**config.mk**
```make
export PLATFORM = sky130hd
export DESIGN_NAME = port_pin_drive_config
export DESIGN_NICKNAME = d
export VERILOG_FILES = /design/src/logic/port_cfg_pkg.sv /design/src/logic/port_pin_drive_config.sv
export SDC_FILE = /design/constraint.sdc
export NUM_CORES = 1
export LEC_CHECK = 0
export CAP_MARGIN = 30
export CORE_MARGIN = 2
export CORE_UTILIZATION = 63
export CTS_CLUSTER_DIAMETER = 200
export CTS_CLUSTER_SIZE = 28
export DETAILED_ROUTE_END_ITERATION = 6
export DONT_BUFFER_PORTS = 1
export HOLD_SLACK_MARGIN = 0.12
export PLACE_DENSITY = 0.85
export SLEW_MARGIN = 15
export SYNTH_ARGS = -nofsm -noshare
export SYNTH_HDL_FRONTEND = slang
export SYNTH_SLANG_ARGS = --single-unit
```
**constraint.sdc**
```tcl
create_clock -name clk_i -period 5.85 [get_ports clk_i]
set_clock_uncertainty 0.1 [all_clocks]
set_input_delay 0.8775 -clock clk_i [delete_from_list [all_inputs] [get_ports clk_i]]
set_output_delay 0.8775 -clock clk_i [all_outputs]
set_load 0.005 [all_outputs]
```
**src/logic/port_cfg_pkg.sv**
```systemverilog
// Package: register map, field layout, reset values and carrier types for the port block
package port_cfg_pkg;

  // Register indices; byte address is four times the index
  localparam logic [9:0]  IDX_DATA       = 10'h000;
  localparam logic [9:0]  IDX_IRQ_EN     = 10'h001;
  localparam logic [9:0]  IDX_DRIVE_LOW  = 10'h002;
  localparam logic [9:0]  IDX_DRIVE_HIGH = 10'h003;
  localparam logic [9:0]  IDX_IRQ_STATUS = 10'h004;
  localparam logic [9:0]  IDX_IRQ_MASK   = 10'h005;
  localparam logic [9:0]  IDX_GLOBAL_EN  = 10'h006;
  localparam logic [9:0]  IDX_CFG_STATE  = 10'h007;
  localparam logic [9:0]  IDX_CFG_ONE    = 10'h0DC;
  localparam logic [9:0]  IDX_CFG_TWO    = 10'h0DE;
  localparam int          ADDR_W         = 12;
  localparam int          IDX_LSB        = 2;

  // Reset values
  localparam logic [7:0]  RST_ZERO       = 8'h00;
  localparam logic [7:0]  RST_DRIVE_HIGH = 8'hFF;

  // Writable field masks
  localparam logic [7:0]  CFG_ONE_MASK   = 8'hBF;
  localparam logic [7:0]  CFG_TWO_MASK   = 8'h3B;
  localparam logic [7:0]  GLOBAL_EN_MASK = 8'h01;

  // io_config_one field positions
  localparam int          C1_BOOST       = 7;
  localparam int          C1_RANGE_HI    = 5;
  localparam int          C1_RANGE_LO    = 4;
  localparam int          C1_THRESHOLD   = 3;
  localparam int          C1_CLK_PIN     = 2;
  localparam int          C1_REG_EN      = 1;
  localparam int          C1_IRQ_MODE    = 0;

  // io_config_two field positions
  localparam int          C2_LEVEL_HI    = 5;
  localparam int          C2_LEVEL_LO    = 3;
  localparam int          C2_CLOCK_HI    = 1;
  localparam int          C2_CLOCK_LO    = 0;

  // Pin drive codes
  typedef enum logic [1:0] {
    DRIVE_PULL_UP   = 2'b00,
    DRIVE_STRONG    = 2'b01,
    DRIVE_HIGH_Z    = 2'b10,
    DRIVE_OPEN_LOW  = 2'b11
  } pin_drive_code_t;

  // Port 1 output level selections
  typedef enum logic [1:0] {
    LEVEL_3V0 = 2'b00,
    LEVEL_1V8 = 2'b01,
    LEVEL_2V5 = 2'b10
  } port1_level_t;

  // Regulator clock codes that are valid
  localparam logic [1:0]  REG_CLK_FAST   = 2'b10;
  localparam logic [1:0]  REG_CLK_SLOW   = 2'b01;

  // Pin pad controls, one bit per pin
  typedef struct packed {
    logic [7:0] out;
    logic [7:0] oe;
    logic [7:0] pull_up;
    logic [7:0] in_en;
  } pin_pad_t;

  // Decoded global configuration
  typedef struct packed {
    logic         high_drive_boost;
    port1_level_t port1_level;
    logic         port1_reduced_threshold;
    logic         spi_clk_on_pin0;
    logic         spi_clk_on_pin3;
    logic         reg_enable;
    logic [2:0]   supply_step;
    logic [1:0]   reg_clock_sel;
    logic         reg_clock_valid;
  } io_cfg_t;

endpackage

```
**src/logic/port_pin_drive_config.sv**
```systemverilog
// Port drive mode, global I/O configuration and GPIO interrupt logic behind APB
//
// What this block does
// Pin code pairs high and low register bits
// Decode codes into pull-up, strong, high-Z, open-drain
// Reset sets all high drive bits
// High-Z pins read zero, no interrupt
// Software uses code 11 for shared digital
// Config one bit 7 boosts high drive
// Bits 5:4 pick port 1 level
// Bit 3 selects reduced input threshold
// Bit 2 maps serial clock pin
// Bit 1 enables port 1 regulator
// Bit 0 sets shared interrupt mode
// Config two bits 5:3 supply step
// Software matches regulator clock to system clock
// Mode clear: enabled low pin interrupts
// Mode set: pin differs from last read
// Unused bits zero; bad clock codes invalid
//
// Register access over APB was left to the implementer.
`timescale 1ns/1ps

module port_pin_drive_config (
  // Clock and reset
  input  wire logic                         clk_i,
  input  wire logic                         rst_n_i,
  // APB slave
  input  wire logic                         psel_i,
  input  wire logic                         penable_i,
  input  wire logic                         pwrite_i,
  input  wire logic [11:0]                  paddr_i,
  input  wire logic [31:0]                  pwdata_i,
  output logic      [31:0]                  prdata_o,
  output logic                              pready_o,
  output logic                              pslverr_o,
  // Pins
  input  wire logic [7:0]                   pin_in_i,
  output port_cfg_pkg::pin_pad_t            pad_o,
  // Global I/O configuration
  output port_cfg_pkg::io_cfg_t             io_cfg_o,
  // Interrupts
  output logic                              gpio_irq_n_o,
  output logic                              irq_o
);

  // Registers
  logic [7:0]             port_data_q,     port_data_d;
  logic [7:0]             irq_enable_q,    irq_enable_d;
  logic [7:0]             drive_low_q,     drive_low_d;
  logic [7:0]             drive_high_q,    drive_high_d;
  logic [7:0]             irq_status_q,    irq_status_d;
  logic [7:0]             irq_mask_q,      irq_mask_d;
  logic [7:0]             global_en_q,     global_en_d;
  logic [7:0]             cfg_one_q,       cfg_one_d;
  logic [7:0]             cfg_two_q,       cfg_two_d;
  logic [7:0]             last_read_q,     last_read_d;
  logic [31:0]            prdata_q,        prdata_d;
  logic                   pready_q,        pready_d;
  logic                   pslverr_q,       pslverr_d;
  port_cfg_pkg::pin_pad_t pad_q,           pad_d;
  port_cfg_pkg::io_cfg_t  io_cfg_q,        io_cfg_d;
  logic                   gpio_irq_n_q,    gpio_irq_n_d;
  logic                   irq_q,           irq_d;

  // Combinational helpers
  logic [9:0]             idx;
  logic                   setup_phase;
  logic                   wr_done;
  logic                   rd_done;
  logic [7:0]             pin_read;
  logic [7:0]             pin_request;
  logic                   mapped;
  logic [7:0]             rd_byte;
  logic                   access_done;
  logic [1:0]             pin_code [8];

  // Pin code from the two drive registers
  function automatic port_cfg_pkg::pin_drive_code_t pin_drive_code(
    input logic [7:0] high_bits,
    input logic [7:0] low_bits,
    input int         pin
  );
    // pair drive bits
    pin_drive_code = port_cfg_pkg::pin_drive_code_t'({high_bits[pin], low_bits[pin]});
  endfunction

  // Address decode shared by read and write
  function automatic logic is_mapped(input logic [9:0] a);
    unique case (a)
      port_cfg_pkg::IDX_DATA,
      port_cfg_pkg::IDX_IRQ_EN,
      port_cfg_pkg::IDX_DRIVE_LOW,
      port_cfg_pkg::IDX_DRIVE_HIGH,
      port_cfg_pkg::IDX_IRQ_STATUS,
      port_cfg_pkg::IDX_IRQ_MASK,
      port_cfg_pkg::IDX_GLOBAL_EN,
      port_cfg_pkg::IDX_CFG_STATE,
      port_cfg_pkg::IDX_CFG_ONE,
      port_cfg_pkg::IDX_CFG_TWO: is_mapped = 1'b1;
      default:                   is_mapped = 1'b0;
    endcase
  endfunction

  // Port 1 level from the two range bits
  function automatic port_cfg_pkg::port1_level_t port1_level_of(input logic [1:0] sel);
    unique case (sel)
      2'b10:   port1_level_of = port_cfg_pkg::LEVEL_1V8;
      2'b11:   port1_level_of = port_cfg_pkg::LEVEL_2V5;
      default: port1_level_of = port_cfg_pkg::LEVEL_3V0;
    endcase
  endfunction

  assign idx         = paddr_i[port_cfg_pkg::ADDR_W-1:port_cfg_pkg::IDX_LSB];
  assign setup_phase = psel_i && !penable_i;
  assign mapped      = is_mapped(idx);
  assign access_done = psel_i && penable_i && pready_q;
  assign wr_done     = access_done && pwrite_i && !pslverr_q;
  assign rd_done     = access_done && !pwrite_i && (idx == port_cfg_pkg::IDX_DATA);

  // Drive code of every pin
  always_comb begin
    for (int i = 0; i < 8; i++) begin
      // code per pin
      pin_code[i] = pin_drive_code(drive_high_q, drive_low_q, i);
    end
  end

  // Input view per pin
  always_comb begin
    pin_read    = pin_in_i;
    for (int i = 0; i < 8; i++) begin
      // high-Z reads zero
      if (pin_code[i] == port_cfg_pkg::DRIVE_HIGH_Z) begin
        pin_read[i] = 1'b0;
      end
    end
  end

  // Interrupt request per pin
  always_comb begin
    pin_request = '0;
    for (int i = 0; i < 8; i++) begin
      if (irq_enable_q[i] && pin_code[i] != port_cfg_pkg::DRIVE_HIGH_Z) begin
        if (cfg_one_q[port_cfg_pkg::C1_IRQ_MODE]) begin
          // change from last read
          pin_request[i] = pin_read[i] != last_read_q[i];
        end else begin
          // low level
          pin_request[i] = !pin_read[i];
        end
      end
    end
  end

  // Read mux
  always_comb begin
    rd_byte = port_cfg_pkg::RST_ZERO;
    unique case (idx)
      port_cfg_pkg::IDX_DATA:       rd_byte = pin_read;
      port_cfg_pkg::IDX_IRQ_EN:     rd_byte = irq_enable_q;
      port_cfg_pkg::IDX_DRIVE_LOW:  rd_byte = drive_low_q;
      port_cfg_pkg::IDX_DRIVE_HIGH: rd_byte = drive_high_q;
      port_cfg_pkg::IDX_IRQ_STATUS: rd_byte = irq_status_q;
      port_cfg_pkg::IDX_IRQ_MASK:   rd_byte = irq_mask_q;
      port_cfg_pkg::IDX_GLOBAL_EN:  rd_byte = global_en_q;
      port_cfg_pkg::IDX_CFG_STATE:  rd_byte = pin_request;
      port_cfg_pkg::IDX_CFG_ONE:    rd_byte = cfg_one_q;
      port_cfg_pkg::IDX_CFG_TWO:    rd_byte = cfg_two_q;
      default:                      rd_byte = port_cfg_pkg::RST_ZERO;
    endcase
  end

  // Bus answer: zero wait, data captured in the setup cycle
  always_comb begin
    pready_d  = setup_phase;
    pslverr_d = setup_phase && !mapped;
    prdata_d  = prdata_q;
    if (setup_phase) begin
      prdata_d = {24'h000000, rd_byte};
    end
  end

  // Register writes and read side effects
  always_comb begin
    port_data_d  = port_data_q;
    irq_enable_d = irq_enable_q;
    drive_low_d  = drive_low_q;
    drive_high_d = drive_high_q;
    irq_mask_d   = irq_mask_q;
    global_en_d  = global_en_q;
    cfg_one_d    = cfg_one_q;
    cfg_two_d    = cfg_two_q;
    last_read_d  = last_read_q;
    irq_status_d = irq_status_q;
    if (wr_done) begin
      unique case (idx)
        port_cfg_pkg::IDX_DATA:       port_data_d  = pwdata_i[7:0];
        port_cfg_pkg::IDX_IRQ_EN:     irq_enable_d = pwdata_i[7:0];
        port_cfg_pkg::IDX_DRIVE_LOW:  drive_low_d  = pwdata_i[7:0];
        port_cfg_pkg::IDX_DRIVE_HIGH: drive_high_d = pwdata_i[7:0];
        port_cfg_pkg::IDX_IRQ_STATUS: irq_status_d = irq_status_q & ~pwdata_i[7:0];
        port_cfg_pkg::IDX_IRQ_MASK:   irq_mask_d   = pwdata_i[7:0];
        // unused bits dropped
        port_cfg_pkg::IDX_GLOBAL_EN:  global_en_d  = pwdata_i[7:0] & port_cfg_pkg::GLOBAL_EN_MASK;
        port_cfg_pkg::IDX_CFG_ONE:    cfg_one_d    = pwdata_i[7:0] & port_cfg_pkg::CFG_ONE_MASK;
        port_cfg_pkg::IDX_CFG_TWO:    cfg_two_d    = pwdata_i[7:0] & port_cfg_pkg::CFG_TWO_MASK;
        default:                      cfg_two_d    = cfg_two_q;
      endcase
    end
    // capture on data read
    if (rd_done) begin
      last_read_d = pin_read;
    end
    // Set wins over clear
    irq_status_d = irq_status_d | pin_request;
  end

  // Pad drive per pin
  always_comb begin
    pad_d        = '0;
    pad_d.out    = port_data_q;
    for (int i = 0; i < 8; i++) begin
      // drive decode
      unique case (pin_code[i])
        port_cfg_pkg::DRIVE_PULL_UP: begin
          pad_d.oe[i]      = !port_data_q[i];
          pad_d.pull_up[i] = port_data_q[i];
          pad_d.in_en[i]   = 1'b1;
        end
        port_cfg_pkg::DRIVE_STRONG: begin
          pad_d.oe[i]      = 1'b1;
          pad_d.in_en[i]   = 1'b1;
        end
        port_cfg_pkg::DRIVE_HIGH_Z: begin
          // input buffer off
          pad_d.oe[i]      = 1'b0;
          pad_d.in_en[i]   = 1'b0;
        end
        port_cfg_pkg::DRIVE_OPEN_LOW: begin
          pad_d.oe[i]      = !port_data_q[i];
          pad_d.in_en[i]   = 1'b1;
        end
      endcase
    end
  end

  // Interrupt outputs
  always_comb begin
    // pin enable and global gate
    gpio_irq_n_d = !(global_en_q[0] && (|pin_request));
    irq_d        = |(irq_status_q & irq_mask_q);
  end

  // Global configuration decode
  always_comb begin
    io_cfg_d = '0;
    // drive boost
    io_cfg_d.high_drive_boost        = cfg_one_q[port_cfg_pkg::C1_BOOST];
    // port 1 level
    io_cfg_d.port1_level = port1_level_of(
      cfg_one_q[port_cfg_pkg::C1_RANGE_HI:port_cfg_pkg::C1_RANGE_LO]);
    // reduced threshold
    io_cfg_d.port1_reduced_threshold = cfg_one_q[port_cfg_pkg::C1_THRESHOLD];
    // serial clock routing
    io_cfg_d.spi_clk_on_pin0         = cfg_one_q[port_cfg_pkg::C1_CLK_PIN];
    io_cfg_d.spi_clk_on_pin3         = !cfg_one_q[port_cfg_pkg::C1_CLK_PIN];
    // regulator enable
    io_cfg_d.reg_enable              = cfg_one_q[port_cfg_pkg::C1_REG_EN];
    // supply step
    io_cfg_d.supply_step = cfg_two_q[port_cfg_pkg::C2_LEVEL_HI:port_cfg_pkg::C2_LEVEL_LO];
    io_cfg_d.reg_clock_sel = cfg_two_q[port_cfg_pkg::C2_CLOCK_HI:port_cfg_pkg::C2_CLOCK_LO];
    // only listed clock codes valid
    io_cfg_d.reg_clock_valid = (io_cfg_d.reg_clock_sel == port_cfg_pkg::REG_CLK_FAST) ||
                               (io_cfg_d.reg_clock_sel == port_cfg_pkg::REG_CLK_SLOW);
  end

  // Bus answer registers
  always_ff @(posedge clk_i or negedge rst_n_i) begin
    if (!rst_n_i) begin
      prdata_q     <= '0;
      pready_q     <= 1'b0;
      pslverr_q    <= 1'b0;
    end else begin
      prdata_q     <= prdata_d;
      pready_q     <= pready_d;
      pslverr_q    <= pslverr_d;
    end
  end

  // Software visible registers
  always_ff @(posedge clk_i or negedge rst_n_i) begin
    if (!rst_n_i) begin
      port_data_q  <= port_cfg_pkg::RST_ZERO;
      irq_enable_q <= port_cfg_pkg::RST_ZERO;
      drive_low_q  <= port_cfg_pkg::RST_ZERO;
      // high-Z at reset
      drive_high_q <= port_cfg_pkg::RST_DRIVE_HIGH;
      irq_status_q <= port_cfg_pkg::RST_ZERO;
      irq_mask_q   <= port_cfg_pkg::RST_ZERO;
      global_en_q  <= port_cfg_pkg::RST_ZERO;
      cfg_one_q    <= port_cfg_pkg::RST_ZERO;
      cfg_two_q    <= port_cfg_pkg::RST_ZERO;
      last_read_q  <= port_cfg_pkg::RST_ZERO;
    end else begin
      port_data_q  <= port_data_d;
      irq_enable_q <= irq_enable_d;
      drive_low_q  <= drive_low_d;
      drive_high_q <= drive_high_d;
      irq_status_q <= irq_status_d;
      irq_mask_q   <= irq_mask_d;
      global_en_q  <= global_en_d;
      cfg_one_q    <= cfg_one_d;
      cfg_two_q    <= cfg_two_d;
      last_read_q  <= last_read_d;
    end
  end

  // Pad and interrupt output registers
  always_ff @(posedge clk_i or negedge rst_n_i) begin
    if (!rst_n_i) begin
      pad_q        <= '0;
      gpio_irq_n_q <= 1'b1;
      irq_q        <= 1'b0;
    end else begin
      pad_q        <= pad_d;
      gpio_irq_n_q <= gpio_irq_n_d;
      irq_q        <= irq_d;
    end
  end

  // Configuration output register
  always_ff @(posedge clk_i or negedge rst_n_i) begin
    if (!rst_n_i) begin
      io_cfg_q     <= '0;
    end else begin
      io_cfg_q     <= io_cfg_d;
    end
  end

  assign prdata_o     = prdata_q;
  assign pready_o     = pready_q;
  assign pslverr_o    = pslverr_q;
  assign pad_o        = pad_q;
  assign io_cfg_o     = io_cfg_q;
  assign gpio_irq_n_o = gpio_irq_n_q;
  assign irq_o        = irq_q;

endmodule

```
==> qor.csv <==
stage;metric;value;unit
status;status;complete, no violations;
detailed_routing;drc_errors;0;
finish;fin_util;71.5;%
synth;synth.area.mux_share;14.5;%
synth;synth_compound_gate_area_share;8.57;%
finish;fin_nets;577;
sta;setup_viol;0;
cts;cts_resized;0;
floorplanning;dieArea;10400;sq um
flow_run;drv_cap;0;
cts;cts_max_path_buffers;2;
sta;worstMarginPinSlew;0.627;ns
setup_path;path_max_fanout;14;
sta;layout_min_cycle_time;2.47;ns
synth;synth_seq_cells;126;
sta;fin_crit_sh;42.2;%
synth;yosysMostFrequentCell;dfrtp_1;
detailed_routing;ant_nets;0;
detailed_routing;finalWirelength;13500;microns
sta;fmax;0.405;GHz
place;port_buffers;0;
floorplanning;core_area;9280;sq um
synth;synth_edf_count;0;
synth;synthSimpleGateAreaFrac;12.0;%
synth;syn_inst;490;
global_route;grt_pass1_vias;3813;
global_route;grt_max_degree;127;
synth;synth_common_cells;dfrtp_1 (117), mux2_2 (62), inv_1 (32);
global_route;grt-ovfl-total;0;
cts;holdBufCountCts;1;
floorplanning;die_width;102;microns
synth;yosysSeqAreaShare;52.5;%
setup_path;start_kind;primary input;
synth;synth_top_family_by_area;multiplexers;
power;power_density;293;nW/um^2
setup_path;rr_worst_depth;4;
synth;synth_ff_type;dfrtp_1;
global_route;grt_pass1_wl;21200;microns
synth;async_reset_ff_share;100;%
setup_path;crit_type;in2reg;
sta;final_hold_viol_count;0;
floorplanning;io_pins;138;
synth;yosysTopAreaCell;dfrtp_1;
cts;clkSinkCount;126;
synth;synth_fa_ha_area_share;4.98;%
cts;cts_buffers;17;
global_route;grt.total_usage;27.6;%
synth;yosys-top-cells-area;dfrtp_1 (49%), mux2_2 (12%), ha_1 (5.0%), dfstp_2 (3.9%), buf_4 (3.2%);
floorplanning;placementRows;35;
sta;grt_setup_unrepaired;no;
detailed_routing;wire_per_inst;21.1;microns
synth;synth_xor_area_share;1.31;%
cts;h-tree-depth;4;
synth;ys_types;61;
global_route;antenna_found_initial;0;
setup_path;crit_arrival;2.77;ns
cts;cts_tree;yes;
min_path;min_path_type;in2async;
power;p_leak;3.04;nW
finish;area_growth;10.1;%
detailed_routing;drtIter0Drc;272;
power;vdd_drop_max;0.167;mV
place;dp_hpwl;8760;microns
detailed_routing;dr.pass1.iters;5;
synth;netlist_area;6030;sq um
sta;fin_tns_setup;0;ns
cts;clk_latency;0.52;ns
floorplanning;start_util;64.9;%
synth;synth_top_area_share;48.6;%
detailed_routing;viasPerCell;6.08;
setup_path;critPathRequiredTime;6.15;ns
floorplanning;die_h;102;microns
cts;cts_root_buf;clkbuf_8;
cts;post-cts-setup-buffers;0;
sta;slew_violations;0;
cts;clkTransAtPathRegs;0.06;ns
setup_path;endpoint_kind;flop;
detailed_routing;vias;3876;
sta;slew-limit-headroom;58.2;%
finish;insertedDiodeCount;0;
place;place_congestion;0.918;
synth;synth_area_per_cell;12.3;sq um
finish;layout-drive-gt1-share;25.1;%
synth;yosys_warnings;0;
-- per-stage QoR --
stage               std cells  setup WS, ns  power (W)  instance area (sq um)  hold slack [ns]
CTS                       637          3.39    0.00195                   6630            0.250
global placement          604          2.91   0.000929                   6030            0.279
finish                    638          3.38    0.00194                   6640            0.195
floorplan                 513          3.42   0.000942                   6120            0.265
global route              638          3.28    0.00201                   6640            0.231
detailed placement        604          2.87   0.000930                   6030            0.284
-- critical path, cell delays in order --
cell	delay, ns
nor4_4	0.54
and2_1	0.57
nand4_4	0.39
mux2_2	0.39
-- report_power, final --
group          switching (W)  internal [W]  total (W)  leakage, nW
clock network       0.000387      0.000619    0.00101        0.283
logic              0.0000384     0.0000170  0.0000554         1.13
registers         0.00000300      0.000876   0.000879         1.63
total               0.000429       0.00151    0.00194         3.04
-- registers in the layout (all words and copies together), names as in the netlist --
register / count
pad_o: 32
io_cfg_o: 13
drive_high_q: 8
drive_low_q: 8
irq_enable_q: 8
irq_mask_q: 8
irq_status_q: 8
last_read_q: 8
port_data_q: 8
prdata_o: 8
cfg_one_q: 7
cfg_two_q: 5
global_en_q: 1
gpio_irq_n_o: 1
irq_o: 1
pready_o: 1
pslverr_o: 1
-- metal layers --
layer  global-route usage, %  wire length [microns]  share of wire [%]
met5                       0                      0                  0
met4                    11.8                    447                3.3
met3                    7.32                    958                7.1
met2                    44.1                   6600                 49
met1                    35.9                   5450                 40
-- placed cells by master (no fill, tap or decap), types with 9 or more instances in the layout --
cell type and n:
dfrtp_1 117, mux2_2 62, inv_1 32, nand2_1 30, ha_1 24, conb_1 24, nor2b_1 19, clkbuf_16 16
and2_1 13, mux2i_1 13, a22oi_1 12, o21ai_0 11, nor2_1 10, dfstp_2 9
-- worst paths after layout --
path / from / endpoint / slack, ns
hold / removal: rst_n_i / pad_o[29]$_DFF_PN0_ / 0.19
setup / recovery: paddr_i[5] / last_read_q[0]$_DFFE_PN0P_ / 3.38
setup reg to reg: pready_o$_DFF_PN0_ / port_data_q[2]$_DFFE_PN0P_ / 3.69
min in group clk_i: cfg_two_q[4]$_DFFE_PN0P_ / io_cfg_o[4]$_DFF_PN0_ / 0.29
hold reg to reg: cfg_two_q[4]$_DFFE_PN0P_ / io_cfg_o[4]$_DFF_PN0_ / 0.29
max in group asynchronous: rst_n_i / drive_low_q[4]$_DFFE_PN0P_ / 4.94
-- kinds of logic after synthesis --
logic type | count (synthesis)
XOR/XNOR | 9
buffers and inverters | 70
multiplexers | 77
AND/OR/NAND/NOR | 113
AO/OA/AOI/OAI | 70
flip-flops | 126
other | 1
adder cells (fa/ha/maj) | 24
-- layout make-up --
type,instances,area [sq um]
repair buffers,2,35.0
clock inverters,13,140
clock buffers,19,432
flip-flops and latches,126,3160
fillers,654,2650
multi-input cells,317,2580
well taps,129,161
inverters,32,120
Note: power is estimated with default switching activity, not from simulation.
